File: config.mk
export PLATFORM = sky130hd
export DESIGN_NAME = sec_loader
export DESIGN_NICKNAME = d
export VERILOG_FILES = /design/src/hw/sec_pkg.sv /design/src/hw/sec_loader.sv
export VERILOG_INCLUDE_DIRS = /design/src /design/src/hw
export SDC_FILE = /design/constraint.sdc
export NUM_CORES = 1
export LEC_CHECK = 0
export BUFFER_PORTS_ARGS = -buffer_cell sky130_fd_sc_hd__buf_2
export CORE_MARGIN = 3
export CORE_UTILIZATION = 30
export CTS_BUF_LIST = sky130_fd_sc_hd__clkbuf_4 sky130_fd_sc_hd__clkbuf_8
export DETAILED_ROUTE_END_ITERATION = 12
export GPL_TIMING_DRIVEN = 0
export PLACE_DENSITY = 0.49
export REMOVE_ABC_BUFFERS = 1
export SYNTH_ARGS = -nofsm -noshare
export SYNTH_HDL_FRONTEND = slang
export SYNTH_SLANG_ARGS = --single-unit
File: constraint.sdc
create_clock -name clock_in -period 15 [get_ports clock_in]
set_input_delay 3 -clock clock_in [delete_from_list [all_inputs] [get_ports clock_in]]
set_output_delay 3 -clock clock_in [all_outputs]
set_load 0.01 [all_outputs]
File: src/hw/sec_regs.svh
// Offsets, field positions, reset values and timing counts of the serial EEPROM loader
`ifndef SEC_REGS_SVH
`define SEC_REGS_SVH
`define SEC_CTRL_OFFSET    8'h40
`define SEC_CTRL_RESET     32'h0000_0000
`define SEC_CTRL_DATA_LSB  0
`define SEC_CTRL_ADDR_LSB  8
`define SEC_CTRL_CMD_LSB   16
`define SEC_CTRL_START_BIT 31
`define SEC_MARKER         8'hAA
`define SEC_FIRST_ADDR     8'h01
`define SEC_INS_WRITE_LATCH_ENABLE_INSTRUCTION       8'h06
`define SEC_INS_WRSR       8'h01
`define SEC_INS_READ       8'h03
`define SEC_INS_WRITE      8'h02
`define SEC_INS_RDSR       8'h05
`define SEC_SCK_HALF_NS    80
`define SEC_CLK_NS         20
`define SEC_SCK_HALF_CYC   (((`SEC_SCK_HALF_NS) + (`SEC_CLK_NS) - 1) / (`SEC_CLK_NS))
`define SEC_CS_HIGH_NS     100
`define SEC_CS_HIGH_CYC    (((`SEC_CS_HIGH_NS) + (`SEC_CLK_NS) - 1) / (`SEC_CLK_NS))
`endif

File: src/hw/sec_pkg.sv
// Types shared by the serial EEPROM loader
package sec_pkg;
   typedef enum logic [2:0] {
      SEC_CMD_RDSR  = 3'h0,
      SEC_CMD_WRSR  = 3'h1,
      SEC_CMD_READ  = 3'h2,
      SEC_CMD_WRITE = 3'h3,
      SEC_CMD_WRITE_LATCH_ENABLE_INSTRUCTION  = 3'h4
   } sec_cmd_type;

   typedef enum logic [7:0] {
      SEC_ST_IDLE   = 8'h01,
      SEC_ST_SEL    = 8'h02,
      SEC_ST_SHIFT  = 8'h04,
      SEC_ST_DESEL  = 8'h08,
      SEC_ST_GAP    = 8'h10,
      SEC_ST_LDCHK  = 8'h20,
      SEC_ST_POLL   = 8'h40,
      SEC_ST_DONE   = 8'h80
   } sec_state_type;

   typedef struct packed {
      logic [7:0]  addr;
      logic [31:0] data;
   } sec_cfg_word_type;

   typedef struct packed {
      logic        start;
      logic [11:0] unused;
      sec_cmd_type cmd;
      logic [7:0]  addr;
      logic [7:0]  data;
   } sec_ctrl_type;
endpackage

File: src/hw/sec_loader.sv
// Serial EEPROM configuration loader and software command unit
`timescale 1ns/10ps
`include "sec_regs.svh"
module sec_loader #(
   parameter int BUF_DEPTH   = 2,
   parameter int WRITE_POLLS = 255
) (
   input  wire logic                      clock_in,
   input  wire logic                      reset_in,
   input  wire logic                      config_load_enable_pin_in,
   input  wire logic                      serial_data_output_in,
   output logic                           serial_chip_select_n_out,
   output logic                           serial_clock_out,
   output logic                           serial_data_input_out,
   output logic                           pci_retry_out,
   input  wire logic                      ctrl_wr_in,
   input  wire logic [31:0]               ctrl_wdata_in,
   output logic [31:0]                    ctrl_rdata_out,
   output logic                           cfg_valid_out,
   output sec_pkg::sec_cfg_word_type      cfg_word_out,
   input  wire logic                      cfg_ready_in
);
   // Elaboration check: the buffer is fixed at two entries, the poll count fits eight bits
   if (BUF_DEPTH != 2 || WRITE_POLLS < 1 || WRITE_POLLS > 255)
   begin
      $error("sec_loader: unsupported parameter values");
   end

   localparam logic [7:0] HALF_CYC = 8'(`SEC_SCK_HALF_CYC);
   localparam logic [7:0] GAP_CYC  = 8'(`SEC_CS_HIGH_CYC);

   // Pin input synchroniser, three stages; second and third must agree
   logic [2:0] so_sync_q;
   logic       so_bit_q;
   logic [2:0] le_sync_q;
   logic       le_q;
   logic [2:0] settle_q;
   // The strap is only trusted once the synchroniser has filled with real pin values
   always_ff @(posedge clock_in or posedge reset_in)
   begin
      if (reset_in)
      begin
         so_sync_q <= 3'h0;
         so_bit_q  <= 1'b0;
         le_sync_q <= 3'h0;
         le_q      <= 1'b0;
         settle_q  <= 3'h0;
      end
      else
      begin
         if (settle_q != 3'h7)
            settle_q <= settle_q + 3'h1;
         so_sync_q <= {so_sync_q[1:0], serial_data_output_in};
         le_sync_q <= {le_sync_q[1:0], config_load_enable_pin_in};
         if (so_sync_q[1] == so_sync_q[2])
            so_bit_q <= so_sync_q[2];
         if (le_sync_q[1] == le_sync_q[2])
            le_q <= le_sync_q[2];
      end
   end

   // Two-entry output buffer toward configuration space
   sec_pkg::sec_cfg_word_type buf_mem_q [2];
   sec_pkg::sec_cfg_word_type buf_mem_d [2];
   logic [1:0] buf_cnt_q, buf_cnt_d;
   logic       buf_rd_q, buf_rd_d;
   logic       buf_wr_q, buf_wr_d;
   logic       buf_push, buf_pop, buf_full;
   sec_pkg::sec_cfg_word_type push_word;
   assign buf_full = (buf_cnt_q == 2'h2);
   assign buf_pop  = cfg_valid_out && cfg_ready_in;

   always_comb
   begin
      buf_mem_d = buf_mem_q;
      buf_cnt_d = buf_cnt_q;
      buf_rd_d  = buf_rd_q;
      buf_wr_d  = buf_wr_q;
      if (buf_push)
      begin
         buf_mem_d[buf_wr_q] = push_word;
         buf_wr_d = ~buf_wr_q;
      end
      if (buf_pop)
         buf_rd_d = ~buf_rd_q;
      buf_cnt_d = 2'(buf_cnt_q + {1'b0, buf_push} - {1'b0, buf_pop});
   end

   always_ff @(posedge clock_in or posedge reset_in)
   begin
      if (reset_in)
      begin
         buf_mem_q[0]  <= '0;
         buf_mem_q[1]  <= '0;
         buf_cnt_q     <= 2'h0;
         buf_rd_q      <= 1'b0;
         buf_wr_q      <= 1'b0;
         cfg_valid_out <= 1'b0;
         cfg_word_out  <= '0;
      end
      else
      begin
         buf_mem_q     <= buf_mem_d;
         buf_cnt_q     <= buf_cnt_d;
         buf_rd_q      <= buf_rd_d;
         buf_wr_q      <= buf_wr_d;
         cfg_valid_out <= (buf_cnt_d != 2'h0);
         cfg_word_out  <= buf_mem_d[buf_rd_d];
      end
   end

   // Transaction engine: one frame of one to three bytes at a time, mode zero, MSB first
   sec_pkg::sec_state_type st_q, st_d;
   sec_pkg::sec_ctrl_type  ctrl_q, ctrl_d;
   logic [7:0]  sh_q, sh_d;
   logic [2:0]  bit_q, bit_d;
   logic [1:0]  nbytes_q, nbytes_d;
   logic [1:0]  byte_q, byte_d;
   logic [7:0]  div_q, div_d;
   logic        sck_q, sck_d;
   logic        cs_n_q, cs_n_d;
   logic        loading_q, loading_d;
   logic        write_latch_enable_instruction_q, write_latch_enable_instruction_d;
   logic        boot_q, boot_d;
   logic [7:0]  ld_addr_q, ld_addr_d;
   logic [31:0] ld_word_q, ld_word_d;
   logic [1:0]  ld_cnt_q, ld_cnt_d;
   logic [7:0]  polls_q, polls_d;
   logic [7:0]  tx2_q, tx2_d;
   logic [7:0]  tx3_q, tx3_d;
   logic        sw_cmd_q, sw_cmd_d;
   logic        poll_q, poll_d;

   always_comb
   begin
      st_d      = st_q;
      ctrl_d    = ctrl_q;
      sh_d      = sh_q;
      bit_d     = bit_q;
      nbytes_d  = nbytes_q;
      byte_d    = byte_q;
      div_d     = div_q;
      sck_d     = sck_q;
      cs_n_d    = cs_n_q;
      loading_d = loading_q;
      write_latch_enable_instruction_d    = write_latch_enable_instruction_q;
      boot_d    = boot_q;
      ld_addr_d = ld_addr_q;
      ld_word_d = ld_word_q;
      ld_cnt_d  = ld_cnt_q;
      polls_d   = polls_q;
      tx2_d     = tx2_q;
      tx3_d     = tx3_q;
      sw_cmd_d  = sw_cmd_q;
      poll_d    = poll_q;
      buf_push  = 1'b0;
      push_word.addr = {ld_addr_q[7:2] - 6'h1, 2'h0};
      push_word.data = ld_word_q;
      // Software writes only while idle; start stays set until the engine clears it
      if (ctrl_wr_in && !loading_q && !ctrl_q.start)
         ctrl_d = sec_pkg::sec_ctrl_type'(ctrl_wdata_in);
      case (st_q)
         sec_pkg::SEC_ST_IDLE:
         begin
            // Decision waits until the strap synchroniser has settled
            if (boot_q)
            begin
               if (settle_q == 3'h7)
                  boot_d = 1'b0;
               if (le_q && settle_q == 3'h7)
               begin
                  loading_d = 1'b1;
                  sh_d      = `SEC_INS_READ;
                  tx2_d     = 8'h00;
                  nbytes_d  = 2'h2;
                  st_d      = sec_pkg::SEC_ST_SEL;
               end
            end
            else if (ctrl_q.start)
            begin
               sw_cmd_d = 1'b1;
               tx2_d    = ctrl_q.addr;
               tx3_d    = ctrl_q.data;
               if ((ctrl_q.cmd == sec_pkg::SEC_CMD_WRITE || ctrl_q.cmd == sec_pkg::SEC_CMD_WRSR) && !write_latch_enable_instruction_q)
               begin
                  write_latch_enable_instruction_d   = 1'b1;
                  sh_d     = `SEC_INS_WRITE_LATCH_ENABLE_INSTRUCTION;
                  nbytes_d = 2'h0;
               end
               else
               begin
                  write_latch_enable_instruction_d = 1'b0;
                  case (ctrl_q.cmd)
                     sec_pkg::SEC_CMD_RDSR:
                     begin
                        sh_d     = `SEC_INS_RDSR;
                        nbytes_d = 2'h1;
                     end
                     sec_pkg::SEC_CMD_WRSR:
                     begin
                        sh_d     = `SEC_INS_WRSR;
                        tx2_d    = ctrl_q.data;
                        nbytes_d = 2'h1;
                     end
                     sec_pkg::SEC_CMD_READ:
                     begin
                        sh_d     = `SEC_INS_READ;
                        nbytes_d = 2'h2;
                     end
                     sec_pkg::SEC_CMD_WRITE:
                     begin
                        sh_d     = `SEC_INS_WRITE;
                        nbytes_d = 2'h2;
                     end
                     default:
                     begin
                        sh_d     = `SEC_INS_WRITE_LATCH_ENABLE_INSTRUCTION;
                        nbytes_d = 2'h0;
                     end
                  endcase
               end
               st_d = sec_pkg::SEC_ST_SEL;
            end
         end
         sec_pkg::SEC_ST_SEL:
         begin
            cs_n_d = 1'b0;
            sck_d  = 1'b0;
            bit_d  = 3'h7;
            byte_d = 2'h0;
            div_d  = HALF_CYC;
            st_d   = sec_pkg::SEC_ST_SHIFT;
         end
         // MSB first, data changes on falling edge, sampled rising
         sec_pkg::SEC_ST_SHIFT:
         begin
            if (div_q > 8'h1)
               div_d = div_q - 8'h1;
            else
            begin
               div_d = HALF_CYC;
               sck_d = ~sck_q;
               // Shift only on the falling edge: the input has then been settled past the
               // synchroniser for half a period, and the output moves while the memory is idle
               if (sck_q)
                  sh_d = {sh_q[6:0], so_bit_q};
               if (!sck_q)
                  bit_d = bit_q;
               else if (bit_q != 3'h0)
                  bit_d = bit_q - 3'h1;
               else if (byte_q != nbytes_q)
               begin
                  byte_d = byte_q + 2'h1;
                  bit_d  = 3'h7;
                  sh_d   = (byte_q == 2'h0) ? tx2_q : tx3_q;
               end
               else
                  st_d = sec_pkg::SEC_ST_DESEL;
            end
         end
         // chip select rises after last data bit
         sec_pkg::SEC_ST_DESEL:
         begin
            cs_n_d = 1'b1;
            div_d  = GAP_CYC;
            st_d   = sec_pkg::SEC_ST_GAP;
         end
         sec_pkg::SEC_ST_GAP:
         begin
            if (div_q > 8'h1)
               div_d = div_q - 8'h1;
            else if (loading_q)
               st_d = sec_pkg::SEC_ST_LDCHK;
            else if (write_latch_enable_instruction_q)
               st_d = sec_pkg::SEC_ST_IDLE;
            else if (ctrl_q.cmd == sec_pkg::SEC_CMD_WRITE || ctrl_q.cmd == sec_pkg::SEC_CMD_WRSR)
               st_d = sec_pkg::SEC_ST_POLL;
            else
               st_d = sec_pkg::SEC_ST_DONE;
         end
         // poll busy flag before clearing start
         sec_pkg::SEC_ST_POLL:
         begin
            // First visit follows the write frame; later ones follow a status frame
            if (!poll_q)
            begin
               poll_d   = 1'b1;
               polls_d  = 8'(WRITE_POLLS);
               sh_d     = `SEC_INS_RDSR;
               nbytes_d = 2'h1;
               tx2_d    = 8'h00;
               st_d     = sec_pkg::SEC_ST_SEL;
            end
            // Bounded, so a memory stuck busy still releases the start bit
            else if (sh_q[0] && polls_q > 8'h1)
            begin
               polls_d = polls_q - 8'h1;
               sh_d    = `SEC_INS_RDSR;
               st_d    = sec_pkg::SEC_ST_SEL;
            end
            else
            begin
               poll_d = 1'b0;
               st_d   = sec_pkg::SEC_ST_DONE;
            end
         end
         sec_pkg::SEC_ST_DONE:
         begin
            if (ctrl_q.cmd == sec_pkg::SEC_CMD_RDSR || ctrl_q.cmd == sec_pkg::SEC_CMD_READ)
               ctrl_d.data = sh_q;
            ctrl_d.start = 1'b0;
            sw_cmd_d     = 1'b0;
            st_d         = sec_pkg::SEC_ST_IDLE;
         end
         sec_pkg::SEC_ST_LDCHK:
         begin
            if (ld_addr_q == 8'h00)
            begin
               if (sh_q != `SEC_MARKER)
               begin
                  loading_d = 1'b0;
                  st_d      = sec_pkg::SEC_ST_IDLE;
               end
               else
               begin
                  ld_addr_d = `SEC_FIRST_ADDR;
                  sh_d      = `SEC_INS_READ;
                  tx2_d     = `SEC_FIRST_ADDR;
                  st_d      = sec_pkg::SEC_ST_SEL;
               end
            end
            // pack four bytes, first byte lowest
            else if (ld_cnt_q != 2'h3 || !buf_full)
            begin
               ld_word_d = {sh_q, ld_word_q[31:8]};
               ld_cnt_d  = ld_cnt_q + 2'h1;
               ld_addr_d = ld_addr_q + 8'h1;
               if (ld_cnt_q == 2'h3)
               begin
                  buf_push       = 1'b1;
                  push_word.addr = {ld_addr_q[7:2], 2'h0} - 8'h4;
                  push_word.data = {sh_q, ld_word_q[31:8]};
               end
               if (ld_addr_q == 8'hFF)
               begin
                  loading_d = 1'b0;
                  st_d      = sec_pkg::SEC_ST_IDLE;
               end
               else
               begin
                  sh_d  = `SEC_INS_READ;
                  tx2_d = ld_addr_q + 8'h1;
                  st_d  = sec_pkg::SEC_ST_SEL;
               end
            end
         end
         default:
            st_d = sec_pkg::SEC_ST_IDLE;
      endcase
   end

   always_ff @(posedge clock_in or posedge reset_in)
   begin
      if (reset_in)
      begin
         st_q <= sec_pkg::SEC_ST_IDLE; ctrl_q <= sec_pkg::sec_ctrl_type'(`SEC_CTRL_RESET);
         sh_q <= 8'h00; bit_q <= 3'h0; nbytes_q <= 2'h0; byte_q <= 2'h0;
         div_q <= 8'h00; sck_q <= 1'b0; cs_n_q <= 1'b1; loading_q <= 1'b0;
         write_latch_enable_instruction_q <= 1'b0; boot_q <= 1'b1; ld_addr_q <= 8'h00; ld_word_q <= 32'h0000_0000;
         ld_cnt_q <= 2'h0; polls_q <= 8'h00; tx2_q <= 8'h00; tx3_q <= 8'h00; sw_cmd_q <= 1'b0;
         poll_q <= 1'b0;
         serial_chip_select_n_out <= 1'b1; serial_clock_out <= 1'b0; serial_data_input_out <= 1'b0;
         pci_retry_out <= 1'b0; ctrl_rdata_out <= `SEC_CTRL_RESET;
      end
      else
      begin
         st_q <= st_d; ctrl_q <= ctrl_d; sh_q <= sh_d; bit_q <= bit_d; nbytes_q <= nbytes_d;
         byte_q <= byte_d; div_q <= div_d; sck_q <= sck_d; cs_n_q <= cs_n_d; loading_q <= loading_d;
         write_latch_enable_instruction_q <= write_latch_enable_instruction_d; boot_q <= boot_d; ld_addr_q <= ld_addr_d; ld_word_q <= ld_word_d;
         ld_cnt_q <= ld_cnt_d; polls_q <= polls_d; tx2_q <= tx2_d; tx3_q <= tx3_d; sw_cmd_q <= sw_cmd_d;
         poll_q <= poll_d;
         serial_chip_select_n_out <= cs_n_d;
         serial_clock_out         <= sck_d;
         serial_data_input_out    <= sh_d[7];
         // retry during load, including the reset probe
         pci_retry_out  <= loading_d || (boot_d && le_q);
         ctrl_rdata_out <= 32'(ctrl_d);
      end
   end

   // start clears only via done state
   start_clear_a: assert property (@(posedge clock_in) disable iff (reset_in)
      $fell(ctrl_q.start) |-> $past(st_q) == sec_pkg::SEC_ST_DONE)
      else $error("start bit cleared outside completion");
   retry_load_a: assert property (@(posedge clock_in) disable iff (reset_in)
      loading_q |-> pci_retry_out) else $error("no retry during load");
   marker_stop_a: assert property (@(posedge clock_in) disable iff (reset_in)
      (st_q == sec_pkg::SEC_ST_LDCHK && ld_addr_q == 8'h00 && sh_q != `SEC_MARKER) |=> !loading_q)
      else $error("loading kept after marker mismatch");
   cs_idle_a: assert property (@(posedge clock_in) disable iff (reset_in)
      serial_chip_select_n_out |-> !serial_clock_out) else $error("clock active while deselected");
   word_align_a: assert property (@(posedge clock_in) disable iff (reset_in)
      buf_push |-> push_word.addr[1:0] == 2'h0) else $error("unaligned configuration word");
   read_data_a: assert property (@(posedge clock_in) disable iff (reset_in)
      (st_q == sec_pkg::SEC_ST_DONE && ctrl_q.cmd == sec_pkg::SEC_CMD_READ) |=> ctrl_q.data == $past(sh_q))
      else $error("read byte not stored");
   // latch enable frame carries no extra bytes
   write_latch_enable_instruction_frame_a: assert property (@(posedge clock_in) disable iff (reset_in)
      (st_q == sec_pkg::SEC_ST_SHIFT && write_latch_enable_instruction_q) |-> byte_q == 2'h0) else $error("latch enable too long");
   no_load_a: assert property (@(posedge clock_in) disable iff (reset_in)
      (boot_q && !le_q) |=> !loading_q) else $error("loaded while disabled");
   load_cov_c:  cover property (@(posedge clock_in) buf_push);
   sw_read_c:   cover property (@(posedge clock_in) st_q == sec_pkg::SEC_ST_DONE && ctrl_q.cmd == sec_pkg::SEC_CMD_READ);
   sw_write_c:  cover property (@(posedge clock_in) st_q == sec_pkg::SEC_ST_POLL);
   buf_stall_c: cover property (@(posedge clock_in) st_q == sec_pkg::SEC_ST_LDCHK && ld_cnt_q == 2'h3 && buf_full);
   // a software command keeps start set
   sw_busy_a: assert property (@(posedge clock_in) disable iff (reset_in)
      sw_cmd_q |-> ctrl_q.start) else $error("start bit low during software command");
endmodule

==> impl_results.md <==
* Run status: finished clean
* Post-synth top area share at 51.5%
* Met1 usage at 21.3%
* Average wire per cell in the routed design at 18.5 µm
* Sw frac at 34.0%
* Root Driver: sky130_fd_sc_hd__clkbuf_8
* Path type of the worst setup path: in2reg
* Clock net sink count at 264
* Data required time of the critical path at 15400 ps
* Maximum count of clock buffers along a single path at 3
* Final clock period utilization by the worst path at 34.0%
* Clock network power share at 30.4%
* H-tree levels at 2
* Maximum clock frequency at 196 MHz
* Complex-gate fraction of the synthesized area at 13.5%
* Vias in the first global route at 9282
* Post-Synth Simple-Gate Area at 12.7%
* Relative slew slack at 21.5%
* Time the final worst path needs with I/O delays and setup at 5100 ps
* Avg Synthesized Cell Area at 11.2 µm²
* Total overflow reported by the global router at 0
* Synth Cell Area at 12700 µm²
* Area added between synthesis and finish at 17.1%
* Global Route Usage Sum at 14.9%
* Met3 capacity usage during global routing at 2.85%
* Yosys warnings at 0
* CTS hold repair buffers at 0
* Most used standard cells in the synthesized netlist: sky130_fd_sc_hd__dfrtp_1 (261), sky130_fd_sc_hd__nand2_1 (168), sky130_fd_sc_hd__mux2_2 (80)
* Sw power at 0.000802 W
* Final cell count without fillers at 1804
* Vias post-DR at 9234
* Dominant combinational cell family by area after synthesis: multiplexers
* Initial core utilization at 30.7%
* Worst-path maximum fanout at 69
* Critical path's top delay family: simple AND/OR/NAND/NOR gates
* Sequential share of the synthesized area at 52.2%
* Async S/R FF share, synth at 100%
* Final-layout setup total negative slack at 0 ps
* Number of buffer cells added on primary ports at 114
* Placeable Area at 41300 µm²
* Max-capacitance violation count at 0
* Count of buffering cells on the critical path with inverters included at 3
* Number of nets with antenna violations after detailed routing at 0
* Placed instance count at 1714
* Die height at 212 µm
* Pin count of the biggest net entering global routing at 123
* Post_cts resized at 0
* Number of iterations in the first detailed-routing pass at 5
* Slowest cell delay on critical path at 680 ps
* Postcts setup bufs at 0
* Internal power contribution at 0.00155 W
* GR Util met2 at 23.3%
* Routed Wire Length at 33.3 mm
* Number of buffers inserted during clock tree synthesis at 47
* Number of synthesized flops with an enable pin at 0
* Source-to-sink clock delay at the later pin of the worst-skew pair at 590 ps
* Critical path startpoint category: input port
* Worst path slowest cell: sky130_fd_sc_hd__nor3_1
* Cell with the most instances after synthesis: sky130_fd_sc_hd__dfrtp_1
* Final-stage net count at 1288
* Number of instances in the synthesized netlist at 1136
* Fraction of the mapped netlist area in adder cells at 1.84%
* Setup-violating endpoint count in the final report at 0
* Floorplan row count at 74
* Worst path cell trace: buf_2 -> nand2_1 -> xor2_4 -> inv_4 -> buf_16 -> nor3_1 -> a21oi_1 -> o21ai_0 -> a21oi_1
* Worst min-delay path category: reg2reg
* Width of the die at 212 µm
* Leakage component of the power at 7.03 nW
* Routability congestion estimate at 0.788
* Transition time of the tightest slew-check pin at 1180 ps
* Setup repair after global routing missed its margin: false
* Setup clock skew after layout at 33.7 ps
* Most used flip-flop cell after synthesis: sky130_fd_sc_hd__dfrtp_1
* Hold Violations, Final at 0
* Portion of total power attributed to combinational logic at 29.5%
* Highest-utilization routing layer at the global route stage: met2
* Area enclosed by the die boundary at 44700 µm²
* Cell type with the highest occurrence count on the critical path: sky130_fd_sc_hd__a21oi_1
* DRC Markers at 0
* Wire length of the first global-routing pass at 53.2 mm
* Library cell occupying the most area in the post-synthesis netlist: sky130_fd_sc_hd__dfrtp_1
* Synth Register Bits at 264
* Power density cells at 159 nW/µm²
* Largest vdd supply drop at 105 µV
* HPWL reported at the end of detailed placement at 20.3 mm
* Clock transition time at the flip-flop clock pins of the worst setup and hold paths at 60 ps
* Initial antenna violation count at 1
* I/O pins at 115
* Layout cell share with drive strength beyond 1 at 27.7%
* Fin. max-slew vios at 0
* Critical Path AT at 5500 ps
* Top cells by area, synth: sky130_fd_sc_hd__dfrtp_1 (52%), sky130_fd_sc_hd__mux2_2 (7.1%), sky130_fd_sc_hd__nand2_1 (5.0%)
* Post-detailed-route via-to-cell ratio at 5.12
* Post-synthesis mux area share at 14.2%
* DR iter-0 viols at 632
* CTS tree: built
* Synth cell types at 84
* Sort of element at the end of the critical path: flip-flop
* Part of the power in registers at 40.0%
* Post-synthesis share of cell area spent on xor and xnor gates at 2.14%
==> cell families (layout without fill, tap and decap cells) <==
logic type      Yosys count  after routing
flops                   264            264
mux                     158            158
other cells               0              1
xor+xnor                 31             31
buf+inv                 100            235
simple gates            327            327
fa+ha+maj                19             19
compound gates          237            237
==> placed cells by master, fill, tap and decap left out, drive strengths merged, types with 4 or more instances in the layout <==
cell    instances
mux2i          54
xor2           16
o22ai           8
buf           126
nand2         170
nor3            8
and2            8
a21o            4
mux2          104
nand3          15
a22oi          32
o32a            4
inv            23
o21ai          44
nand4           6
a31oi           5
a211oi         11
o211ai          5
nor2b           8
dfrtp         261
xnor2          15
nor4            6
nand2b          9
ha             17
clkbuf         84
and3            7
o31ai           4
or3             5
a21oi          39
nand4b          4
o221ai         59
nor2           62
==> power groups by stage <==
stage	logic, W	clock network, W	registers (W)
floorplan	0.000475	0	0.000940
global placement	0.000687	0	0.000953
detailed placement	0.000702	0	0.000956
CTS	0.000706	0.000742	0.000946
global route	0.000771	0.000775	0.000961
finish	0.000696	0.000717	0.000943
==> layer usage <==
layer  vias to the layer above  part of all wire [%]  wire length (µm)
met5                         -                     0                 0
met4                         0                   2.0               663
met3                        54                   5.4              1790
met2                       252                    45             14900
met1                      4606                    48             15900
li1                       4322                     -                 -
==> sequential cells by signal, summed over array words and instances, names as in the netlist, 8 cells and up <==
signal        count
buf_mem_q        80
cfg_word_out     40
ctrl_q           28
div_q             8
ld_addr_q         8
ld_word_q        24
polls_q           8
sh_q              8
st_q              8
tx2_q             8
tx3_q             8
==> cell type report <==
cell class                 instances  area [µm²]
antenna                            1        2.50
clock buffer                      84         987
clock inverter                     3        22.5
fill                            4126       26500
inverter                          22        92.6
multi-input combinational        772        5650
sequential                       264        6610
tap                              532         666
timing repair buffer             126         815
==> final timing paths <==
kind,depth (start not counted),start,slack (ps),endpoint
min reg2reg,0,so_sync_q[0],350,so_sync_q[1]
min,0,so_sync_q[0],350,so_sync_q[1]
max,9,cfg_ready_in,9900,cfg_word_out[35]
min in group asynchronous,2,reset_in,2470,ctrl_q[23]
max reg2reg,12,ld_addr_q[2],11500,cfg_valid_out
max in group asynchronous,3,reset_in,11510,buf_wr_q
==> through the flow <==
stage | hold slack (ps) | utilization, % | total power (W) | area [µm²] | worst slack (ps)
2_1_floorplan | 331 | - | 0.00141 | 12300 | 4740
3_3_place_gp | 332 | 32.8 | 0.00164 | 13500 | 1170
3_5_place_dp | 340 | 33.4 | 0.00166 | 13800 | 9150
4_1_cts | 352 | 35.8 | 0.00239 | 14800 | 9770
5_1_grt | 367 | 35.9 | 0.00251 | 14800 | 9750
6_report | 349 | 35.9 | 0.00236 | 14800 | 9900
No activity file was read; power rests on OpenSTA's default activity.
